==> src/logic/synth_pkg.sv <==
// shared constants and types for the synthesizer latch and power block
package synth_pkg;
  localparam int WORD_W = 24;

  // destination select codes in the two low word bits
  localparam logic [1:0] SEL_CONTROL = 2'h0;
  localparam logic [1:0] SEL_REF     = 2'h1;
  localparam logic [1:0] SEL_N       = 2'h2;
  localparam logic [1:0] SEL_TEST    = 2'h3;

  // reference divider word layout
  localparam int REF_DIV_LSB    = 2;
  localparam int REF_DIV_W      = 14;
  localparam int BACKLASH_LSB   = 16;
  localparam int LOCK_PREC_BIT  = 18;
  localparam int TEST_BIT       = 19;
  localparam int BAND_CLK_LSB   = 20;

  // control word layout
  localparam int CORE_PWR_LSB   = 2;
  localparam int CNT_RESET_BIT  = 4;
  localparam int MUX_LSB        = 5;
  localparam int POLARITY_BIT   = 8;
  localparam int TRISTATE_BIT   = 9;
  localparam int GAIN_BIT       = 10;
  localparam int MUTE_BIT       = 11;
  localparam int LEVEL_LSB      = 12;
  localparam int CUR1_LSB       = 14;
  localparam int CUR2_LSB       = 17;
  localparam int SHUT_REQ_BIT   = 20;
  localparam int SHUT_SYNC_BIT  = 21;
  localparam int PRESC_LSB      = 22;

  // N divider word: gain bit shared with the control word
  localparam int N_GAIN_BIT     = 21;

  // reset values: ratio 1, all options off
  localparam logic [23:0] CTL_RESET = 24'h000000;
  localparam logic [23:0] REF_RESET = 24'h000005;
  localparam logic [23:0] N_RESET   = 24'h000002;

  // lock and synchronous power-down counts
  localparam logic [2:0] LOCK_CNT_FAST = 3'h3;
  localparam logic [2:0] LOCK_CNT_PREC = 3'h5;
  localparam logic [1:0] SYNC_EDGES    = 2'h2;

  typedef enum logic [1:0] {
    PWR_OFF  = 2'b00,
    PWR_ON   = 2'b01,
    PWR_SYNC = 2'b10,
    PWR_DOWN = 2'b11
  } pwr_e;
endpackage

==> src/logic/ser_word_if.sv <==
// carrier for a completed serial word between shifter and latches
`timescale 1ns/100ps
`default_nettype none
interface ser_word_if;
  logic [23:0] word;
  logic        load;
  modport src (output word, output load);
  modport dst (input word, input load);
endinterface
`default_nettype wire

==> src/logic/serial_shifter.sv <==
// 24-bit serial input register with strobe transfer
`timescale 1ns/100ps
`default_nettype none
module serial_shifter (
  input  wire logic  clk_sys,      // system clock
  input  wire logic  rst_n,        // synchronous reset, active low
  input  wire logic  ser_clk,      // serial clock pin
  input  wire logic  ser_data,     // serial data pin
  input  wire logic  latch_strobe, // transfer strobe pin
  ser_word_if.src    out           // completed word
);
  // ****************************************
  // pin synchronisers
  // ****************************************
  logic [2:0] clk_q;
  logic [1:0] dat_q;
  logic [2:0] stb_q;
  logic [23:0] shift_q;

  always_ff @(posedge clk_sys) begin
    if (!rst_n) begin
      clk_q <= 3'h0;
      dat_q <= 2'h0;
      stb_q <= 3'h0;
    end else begin
      clk_q <= {clk_q[1:0], ser_clk};
      dat_q <= {dat_q[0], ser_data};
      stb_q <= {stb_q[1:0], latch_strobe};
    end
  end

  // ****************************************
  // shift and transfer
  // ****************************************
  // msb first shift
  // never gated by power state
  always_ff @(posedge clk_sys) begin
    if (!rst_n) begin
      shift_q <= 24'h000000;
    end else if (clk_q[1] && !clk_q[2]) begin
      shift_q <= {shift_q[22:0], dat_q[1]};
    end
  end

  // strobe rise transfers
  always_ff @(posedge clk_sys) begin
    if (!rst_n) begin
      out.word <= 24'h000000;
      out.load <= 1'b0;
    end else begin
      out.load <= stb_q[1] && !stb_q[2];
      if (stb_q[1] && !stb_q[2]) begin
        out.word <= shift_q;
      end
    end
  end
endmodule // serial_shifter
`default_nettype wire

==> src/logic/synth_latch_power_control.sv <==
// configuration latches and power sequencing of the synthesizer
//
// Notes on behaviour
// words shift in msb first, serial rising edge
// strobe rise copies word by select bits
// select 00 stores the control word
// reference divider ratio 1 to 16383
// lock needs five or three good cycles
// host writes reference, control, then N
// host waits before N after control
// first control word powers up, starts settling
// chip-enable off keeps band if N unchanged
// programmed off keeps band if N unchanged
// host rewrites all three if N changed
// request bit alone powers down immediately
// both bits: down on second divider edge
// chip-enable low disables at once
// power-down loads counters, quiets outputs
// serial register works during power-down
// prescaler select bits drive prescaler ratio
// low and high pump current settings
// two bits pick output level
// mute outputs until lock when enabled
// gain bit picks current setting two
// tristate bit floats the charge pump
// polarity bit sets detector sense
// clearing request leaves programmed power-down
`timescale 1ns/100ps
`default_nettype none
module synth_latch_power_control (
  input  wire logic        clk_sys,           // system clock, 250 MHz
  input  wire logic        rst_n,             // synchronous reset, active low
  input  wire logic        ser_clk,           // serial clock pin
  input  wire logic        ser_data,          // serial data pin
  input  wire logic        latch_strobe,      // latch strobe pin
  input  wire logic        chip_enable,       // chip enable pin, low disables
  input  wire logic        ref_in,            // reference input pin
  input  wire logic        phase_ok,          // phase error under 15 ns
  output logic [1:0]       prescaler_sel,     // prescaler ratio select
  output logic [2:0]       pump_current,      // active pump current code
  output logic             pump_hiz,          // charge pump high impedance
  output logic             detector_polarity, // phase detector sense
  output logic [1:0]       output_level,      // rf output level
  output logic             rf_out_en,         // rf outputs biased on
  output logic             lock_detect,       // digital lock
  output logic             ref_buf_en,        // reference buffer enable
  output logic             counters_load,     // counters held in load state
  output logic             ref_div_tick,      // reference divider output pulse
  output logic             band_select_start, // band selection pulse
  output logic             bias_settle_start, // oscillator bias start pulse
  output logic             powered_down,      // device in power-down
  output logic [23:0]      n_word             // stored N divider word
);
  // ****************************************
  // serial input
  // ****************************************
  ser_word_if sw ();

  serial_shifter u_shift (
    .clk_sys      (clk_sys),
    .rst_n        (rst_n),
    .ser_clk      (ser_clk),
    .ser_data     (ser_data),
    .latch_strobe (latch_strobe),
    .out          (sw.src)
  );

  // ****************************************
  // pin synchronisers
  // ****************************************
  logic [1:0] ce_q;
  logic [2:0] ref_q;
  logic [1:0] pok_q;

  always_ff @(posedge clk_sys) begin
    if (!rst_n) begin
      ce_q  <= 2'h0;
      ref_q <= 3'h0;
      pok_q <= 2'h0;
    end else begin
      ce_q  <= {ce_q[0], chip_enable};
      ref_q <= {ref_q[1:0], ref_in};
      pok_q <= {pok_q[0], phase_ok};
    end
  end

  logic ref_edge;
  assign ref_edge = ref_q[1] && !ref_q[2];

  // ****************************************
  // latches
  // ****************************************
  logic [23:0] ctl_q;
  logic [23:0] refw_q;
  logic [23:0] n_q;
  logic        gain_q;
  logic        ld_ctl;
  logic        ld_ref;
  logic        ld_n;

  // decode destination
  // select 00 is control
  assign ld_ctl = sw.load && (sw.word[1:0] == synth_pkg::SEL_CONTROL);
  assign ld_ref = sw.load && (sw.word[1:0] == synth_pkg::SEL_REF);
  assign ld_n   = sw.load && (sw.word[1:0] == synth_pkg::SEL_N);
  // test latch words are ignored on purpose: factory use only

  always_ff @(posedge clk_sys) begin
    if (!rst_n) begin
      ctl_q  <= synth_pkg::CTL_RESET;
      refw_q <= synth_pkg::REF_RESET;
      n_q    <= synth_pkg::N_RESET;
    end else begin
      if (ld_ctl) begin
        ctl_q <= sw.word;
      end
      if (ld_ref) begin
        refw_q <= sw.word;
      end
      if (ld_n) begin
        n_q <= sw.word;
      end
    end
  end

  // gain bit follows whichever word wrote it last
  always_ff @(posedge clk_sys) begin
    if (!rst_n) begin
      gain_q <= 1'b0;
    end else if (ld_ctl) begin
      gain_q <= sw.word[synth_pkg::GAIN_BIT];
    end else if (ld_n) begin
      gain_q <= sw.word[synth_pkg::N_GAIN_BIT];
    end
  end

  // ****************************************
  // power state
  // ****************************************
  synth_pkg::pwr_e state_q;
  synth_pkg::pwr_e state_d;
  logic [1:0]      sync_cnt_q;
  logic            req_bit;
  logic            sync_bit;
  logic            active;

  assign req_bit  = sw.word[synth_pkg::SHUT_REQ_BIT];
  assign sync_bit = sw.word[synth_pkg::SHUT_SYNC_BIT];

  always_comb begin
    state_d = state_q;
    if (ld_ctl) begin
      if (!req_bit) begin
        // control word powers up
        // cleared request resumes
        state_d = synth_pkg::PWR_ON;
      end else if (!sync_bit || state_q != synth_pkg::PWR_ON) begin
        // immediate power-down
        state_d = synth_pkg::PWR_DOWN;
      end else begin
        // wait on divider edges
        state_d = synth_pkg::PWR_SYNC;
      end
    end else if (state_q == synth_pkg::PWR_SYNC && ref_div_tick &&
                 sync_cnt_q == synth_pkg::SYNC_EDGES - 2'h1) begin
      // second edge after strobe
      state_d = synth_pkg::PWR_DOWN;
    end
  end

  always_ff @(posedge clk_sys) begin
    if (!rst_n) begin
      state_q <= synth_pkg::PWR_OFF;
    end else begin
      state_q <= state_d;
    end
  end

  always_ff @(posedge clk_sys) begin
    if (!rst_n) begin
      sync_cnt_q <= 2'h0;
    end else if (state_q != synth_pkg::PWR_SYNC) begin
      sync_cnt_q <= 2'h0;
    end else if (ref_div_tick) begin
      sync_cnt_q <= sync_cnt_q + 2'h1;
    end
  end

  // pin low overrides programmed bits
  assign active = ce_q[1] &&
                  (state_q == synth_pkg::PWR_ON || state_q == synth_pkg::PWR_SYNC);

  // one pulse when initial off goes straight to on
  always_ff @(posedge clk_sys) begin
    if (!rst_n) begin
      bias_settle_start <= 1'b0;
    end else begin
      bias_settle_start <= (state_q == synth_pkg::PWR_OFF) &&
                           (state_d == synth_pkg::PWR_ON);
    end
  end

  // ****************************************
  // reference divider
  // ****************************************
  logic [13:0] ratio;
  logic [13:0] rcnt_q;

  // ratio 0 behaves as 1
  assign ratio = refw_q[synth_pkg::REF_DIV_LSB +: synth_pkg::REF_DIV_W];

  // counter held at load while down
  always_ff @(posedge clk_sys) begin
    if (!rst_n) begin
      rcnt_q       <= 14'h0000;
      ref_div_tick <= 1'b0;
    end else if (!active) begin
      rcnt_q       <= 14'h0000;
      ref_div_tick <= 1'b0;
    end else if (ref_edge) begin
      ref_div_tick <= (rcnt_q + 14'h0001 >= ratio);
      rcnt_q       <= (rcnt_q + 14'h0001 >= ratio) ? 14'h0000 : rcnt_q + 14'h0001;
    end else begin
      ref_div_tick <= 1'b0;
    end
  end

  // ****************************************
  // lock detection
  // ****************************************
  logic [2:0] lock_cnt_q;
  logic [2:0] lock_need;

  // precision bit picks the count
  assign lock_need = refw_q[synth_pkg::LOCK_PREC_BIT] ?
                     synth_pkg::LOCK_CNT_PREC : synth_pkg::LOCK_CNT_FAST;

  // lock reset during power-down
  always_ff @(posedge clk_sys) begin
    if (!rst_n || !active) begin
      lock_cnt_q  <= 3'h0;
      lock_detect <= 1'b0;
    end else if (ref_div_tick) begin
      if (!pok_q[1]) begin
        lock_cnt_q  <= 3'h0;
        lock_detect <= 1'b0;
      end else if (lock_cnt_q + 3'h1 >= lock_need) begin
        lock_cnt_q  <= lock_need;
        lock_detect <= 1'b1;
      end else begin
        lock_cnt_q  <= lock_cnt_q + 3'h1;
      end
    end
  end

  // ****************************************
  // band selection
  // ****************************************
  // band only reselected on N write
  // power cycling leaves band alone
  always_ff @(posedge clk_sys) begin
    if (!rst_n) begin
      band_select_start <= 1'b0;
    end else begin
      band_select_start <= ld_n;
    end
  end

  // ****************************************
  // analog controls
  // ****************************************
  function automatic logic [2:0] pick_current(input logic [23:0] w, input logic g);
    // two current settings
    // gain picks setting two
    pick_current = g ? w[synth_pkg::CUR2_LSB +: 3] : w[synth_pkg::CUR1_LSB +: 3];
  endfunction

  always_ff @(posedge clk_sys) begin
    if (!rst_n) begin
      prescaler_sel     <= 2'h0;
      pump_current      <= 3'h0;
      pump_hiz          <= 1'b1;
      detector_polarity <= 1'b0;
      output_level      <= 2'h0;
      rf_out_en         <= 1'b0;
      ref_buf_en        <= 1'b0;
      counters_load     <= 1'b1;
      powered_down      <= 1'b1;
      n_word            <= synth_pkg::N_RESET;
    end else begin
      // prescaler select
      prescaler_sel     <= ctl_q[synth_pkg::PRESC_LSB +: 2];
      pump_current      <= pick_current(ctl_q, gain_q);
      // tristate bit, R15: down floats pump
      pump_hiz          <= ctl_q[synth_pkg::TRISTATE_BIT] || !active;
      // detector sense
      detector_polarity <= ctl_q[synth_pkg::POLARITY_BIT];
      // output level
      output_level      <= ctl_q[synth_pkg::LEVEL_LSB +: 2];
      // mute until lock
      // outputs off while down
      rf_out_en         <= active && !(ctl_q[synth_pkg::MUTE_BIT] && !lock_detect);
      ref_buf_en        <= active;
      counters_load     <= !active;
      powered_down      <= !active;
      n_word            <= n_q;
    end
  end
endmodule // synth_latch_power_control
`default_nettype wire

==> config.mk <==
export PLATFORM = sky130hd
export DESIGN_NAME = synth_latch_power_control
export DESIGN_NICKNAME = d
export VERILOG_FILES = /design/src/logic/synth_pkg.sv /design/src/logic/ser_word_if.sv /design/src/logic/serial_shifter.sv /design/src/logic/synth_latch_power_control.sv
export SDC_FILE = /design/constraint.sdc
export NUM_CORES = 1
export LEC_CHECK = 0
export ABC_AREA = 0
export BUFFER_PORTS_ARGS = -buffer_cell sky130_fd_sc_hd__buf_4
export CAP_MARGIN = 20
export CORE_UTILIZATION = 35
export CTS_BUF_LIST = sky130_fd_sc_hd__clkbuf_2 sky130_fd_sc_hd__clkbuf_4 sky130_fd_sc_hd__clkbuf_8
export DETAILED_ROUTE_END_ITERATION = 10
export RECOVER_POWER = 25
export REMOVE_ABC_BUFFERS = 1
export SYNTH_ARGS = -nofsm -noshare
export SYNTH_HDL_FRONTEND = slang
export SYNTH_SLANG_ARGS = --single-unit
==> constraint.sdc <==
create_clock -name clk_sys -period 7.5 [get_ports clk_sys]
set_clock_uncertainty 0.1 [all_clocks]
set_input_delay 0.375 -clock clk_sys [delete_from_list [all_inputs] [get_ports clk_sys]]
set_output_delay 0.375 -clock clk_sys [all_outputs]
set_load 0.02 [all_outputs]
After elaboration in Yosys (flattened, before gate mapping)

Cells that the tools add are included.

Logic and storage cells: 89
Output and inout port bits: 41
Register bits: 193

Reduce and logical (&&, ||, !) cells: 31
Add/sub/neg operators: 3
Order comparisons: 2
Muxes and demuxes: 13
Equal/unequal tests: 9
Bitwise gates (word level): 1

Operator list:

| cell                  | count |
|---|---|
| $add 14x1->14 const B | 1 |
| $ge 14x14->1          | 1 |
| $mux 14               | 1 |
| $logic_and 1x1->1     | 12 |
| $mux 3                | 4 |
| $eq 2x1->1 const B    | 4 |
| $logic_not 1->1       | 8 |
| $mux 2                | 3 |
| $mux 1                | 5 |
| $eq 2x2->1 const B    | 2 |
| $logic_not 2->1       | 2 |
| $logic_or 1x1->1      | 4 |
| $ne 2x1->1 const B    | 2 |
| $reduce_and 2->1      | 2 |
| $add 3x1->3 const B   | 1 |
| $ge 3x3->1            | 1 |
| $reduce_and 3->1      | 1 |
| $add 2x1->2 const B   | 1 |
| $ne 2x2->1 const B    | 1 |
| $reduce_bool 2->1     | 1 |
| $reduce_or 2->1       | 1 |
| $not 1->1             | 1 |

Logic depth before layout (Yosys ltp)

Word-level depth: 7
Gate-level depth with buffers: 15
Depth with buffers taken out: 14

Hierarchy

From an unflattened synthesis, not the netlist that was laid out.

Cell total of the unflattened synthesis: 661
Area, all modules: 6,741.5 µm²

By module, submodules not included:

| module                    | times used | cells each | area each (µm²) |
|---|---|---|---|
| synth_latch_power_control | 1          | 483        | 4,724.5 |
| serial_shifter            | 1          | 178        | 2,016.9 |

Least setup slack after synthesis

OpenSTA, ideal clock, no wires.

Path kind: register to register
Start point: register rcnt_q[0]
End point: register rcnt_q[9]
Cell stages (with the launch flop): 16
Path buffers: 1
Required time: 7.342 ns
Setup slack: 4.373 ns
Library setup time: 0.058 ns
Arrival time: 2.969 ns
Path through: dfxtp_1 -> ha_1 -> nand3_1 -> inv_1 -> nand3_1 -> nor3b_1 -> xnor2_1 -> inv_1 -> ha_1 -> a21oi_1 -> nand2_1 -> a211o_1 -> or4b_4 -> buf_6 -> a21oi_2 -> a21o_1

Word-level cells in the longest chain between the ends: 3

RTL lines:

| what                     | RTL line                         | source |
|---|---|---|
| start: declaration       | synth_latch_power_control.sv:207 | `logic [13:0] rcnt_q;` |
| start signal: assignment | synth_latch_power_control.sv:222 | `rcnt_q <= (rcnt_q + 14'h0001 >= ratio) ? 14'h0000 : rcnt_q + 14'h0001;` |
| $add 14x1->14 *          | synth_latch_power_control.sv:222 |  |
| $ge 14x14->1             | synth_latch_power_control.sv:222 |  |
| $mux 14 *                | synth_latch_power_control.sv:222 |  |

Every way passes the cells marked *; elsewhere a longest branch is shown, timed or not.
A chain may end at the register's enable or synchronous reset.

Worst setup path in the final report

Start point: input port rst_n
End point: register rcnt_q[13]

Word-level cells in the longest chain between the ends: 1

RTL lines:

| what                       | RTL line                        | source |
|---|---|---|
| start: declaration         | synth_latch_power_control.sv:32 | `input wire logic rst_n,` |
| $reduce_and 2->1 (no line) | --                              |  |

No other way between the ends.

==> flow_summary.ini <==
[status]
status = finished, violations left
violations = max-capacitance violations, max-slew violations

[power_and_ir_drop]
power.density_nw_per_um2 = 224
leakage_nw = 2.84
vdd_drop_max_v = 0.000106

[min_path]
worstHoldPathCells = 2
min-delay-start = ref_in
hold_path_end = ref_q[0]
hold_class = primary input to register

[placed_design]
dpl_cell_area_um2 = 6970
io_buffer_count = 48
hpwl_mm = 8.05
place_congestion = 0.734

[critical_path]
critPathMaxStageDelay_ns = 1.51
rrSetupSlack_ns = 4.05
cp_data_required_time_ns = 7.81
r2r_cells = 14
rr_endpoint = rcnt_q[13]
crit_arrival_ns = 3.96
worstSetupEndpointType = register
crit_chain = clkbuf_1, nand3_1, inv_1, nand2_1, or4b_4, nor3b_1, a211o_1
r2r_start = rcnt_q[0]
path_class = primary input to register
critPathMaxFanout = 55
slowest_stage = clkbuf_1
cp-start-kind = primary input

[cells_and_area]
drive_gt1_share_pct = 11.1
layout_common_cells = 178 x dfxtp_1, 174 x nand2_1, 81 x a21oi_1
mostFrequentLayoutCell = dfxtp_1
final_core_util_pct = 41.0
syn_to_final_growth_pct = 14.2
finalInstanceArea_um2 = 7390
nFillCells = 1862
antenna_cells = 0
fin_nets = 785

[timing]
fin_setup_tns_ns = 0
rsz0062_at_grt = false
finalSetupViolCount = 0
max_freq_mhz = 274
slew_headroom_pct = -43.7
maxSlewViolCount = 56
fin_crit_ns = 3.65
hold_viol_final = 0
post-route-period-util_pct = 48.6
worst_pin_slew_ns = 2.16

[floorplanning]
start_util_pct = 35.9
io_pins = 49
dieArea_um2 = 19000
rows = 49
core_area_um2 = 18000
die_h_um = 138
die_x_um = 138

[clock_network]
clk_pin_slew_ns = 0.09
cts_buffers = 17
clock-root-buffer = clkbuf_8
cts_resized = 0
htreeDepth = 4
cts.sinks = 178
cts_tree = built
clk_path_buf_depth = 2
worstSkewPairLatency_ns = 0.46

[yosys]
async_flop_share_pct = 0
synth_seq_area_share_pct = 55.1
netlist.area_leader.share_pct = 55.1
synthCells = 722
synth.distinct_cells = 42
synth-edff-count = 0
synthFlopType = dfxtp_1
synth_top_cell_by_area = dfxtp_1
synth_area_um2 = 6470
yosys-top-cells-area = dfxtp_1 55%, nand2_1 10%, a21oi_1 6.3%, and2_1 4.3%, ha_1 4.3%
ys_warn_count = 0
syn_area_per_cell_um2 = 8.96
synth_seq_cells = 178

[route]
antenna_left = 0
initialDrtViolationCount = 201
viasPerCell = 4.61
firstDrtPassIters = 4
wl_per_cell_um = 12.6
vias = 4589
drc = 0
routed_wl_mm = 12.5

[run]
timing.max_cap.violations = 1

[global_route]
grt_util_all_layers_pct = 14.5
grt_max_degree = 56
grt_pass1_wl_mm = 21.2
grt_overflow = 0
grt_pass1_vias = 4368
antenna_found_initial = 0
## cell type report
type,count,area [µm²],area share (%)
clock buffers,21,289,3.91
clock inverters,10,123,1.66
inverters,31,116,1.57
multi-input cells,472,2610,35.3
flip-flops and latches,178,3560,48.2
well taps,229,287,3.88
repair buffers,55,403,5.45
## timing repair
item                      4_1_cts  5_1_grt
hold buffers                    5        0
buffers inserted                0        0
hold endpoints to repair        5        0
## power by group
group          switching [mW]  total (mW)  internal, mW
Clock                   0.339       0.671         0.332
Combinational          0.0233      0.0332       0.00990
Sequential            0.00261       0.953         0.950
## sequential cells by signal, summed over array words and instances, names as in the netlist, 2 cells and up
| register | count |
|---|---|
| sync_cnt_q | 2 |
| u_shift.shift_q | 24 |
| ctl_q | 13 |
| ce_q | 2 |
| pump_current | 3 |
| pok_q | 2 |
| n_q | 24 |
| state_q | 2 |
| output_level | 2 |
| n_word | 24 |
| ref_q | 3 |
| u_shift.out.word | 24 |
| prescaler_sel | 2 |
| lock_cnt_q | 3 |
| u_shift.dat_q | 2 |
| u_shift.clk_q | 3 |
| u_shift.stb_q | 3 |
| rcnt_q | 14 |
| refw_q | 15 |
## logic make-up (layout without fill, tap and decap cells)
logic type | Yosys count | in the layout | share of synthesized area [%]
buf+inv | 72 | 117 | 4.41
xor+xnor | 10 | 10 | 1.35
fa+ha+maj | 22 | 22 | 4.25
mux | 5 | 5 | 0.773
flops | 178 | 178 | 55.1
compound gates | 137 | 137 | 12.9
simple gates | 298 | 298 | 21.3
## layer usage
layer | up-vias | share of wire (%) | global-route usage (%) | wire (µm)
met5 | - | 0 | 0 | 0
li1 | 2431 | - | - | -
met2 | 51 | 43 | 22.1 | 5400
met3 | 21 | 3.6 | 3.62 | 448
met4 | 0 | 1.7 | 6.34 | 217
met1 | 2086 | 52 | 19.3 | 6440
## worst max-delay path: cells and delay by family
family	cells	cell delay (ns)
AO/OA/AOI/OAI	1	0.13
buffers and inverters	2	1.81
AND/OR/NAND/NOR	4	1.62
## cell usage after synthesis, drive strengths merged (9+ instances only)
cell and instances:
a21oi 85, xnor2 9, clkbuf 37, ha 22, nor2 24, nand2b 14, and2 44, inv 31
o22a 21, o21ai 13, nand2 174, nand3 15, dfxtp 178
## per-stage QoR
stage	hold WS (ns)	setup slack (ns)	power (mW)	std cells
floorplan	0.300	4.33	0.991	681
global placement	0.315	4.10	1.01	960
detailed placement	0.318	4.03	1.01	960
CTS	0.00504	4.01	1.68	996
global route	0.0181	3.41	1.72	996
finish	0.0369	3.85	1.66	996
## worst max path at each step
stage | slack (ns) | startpoint | to | cells after the start
2_1_floorplan | 4.33 | rcnt_q[0] | rcnt_q[13] | 14
3_3_place_gp | 4.10 | rcnt_q[0] | rcnt_q[13] | 14
3_5_place_dp | 4.03 | rcnt_q[0] | rcnt_q[13] | 14
4_1_cts | 4.01 | rcnt_q[0] | rcnt_q[13] | 14
5_1_grt | 3.41 | rst_n | rcnt_q[13] | 7
6_report | 3.85 | rst_n | rcnt_q[13] | 7
Note: power is estimated with default switching activity, not from simulation.
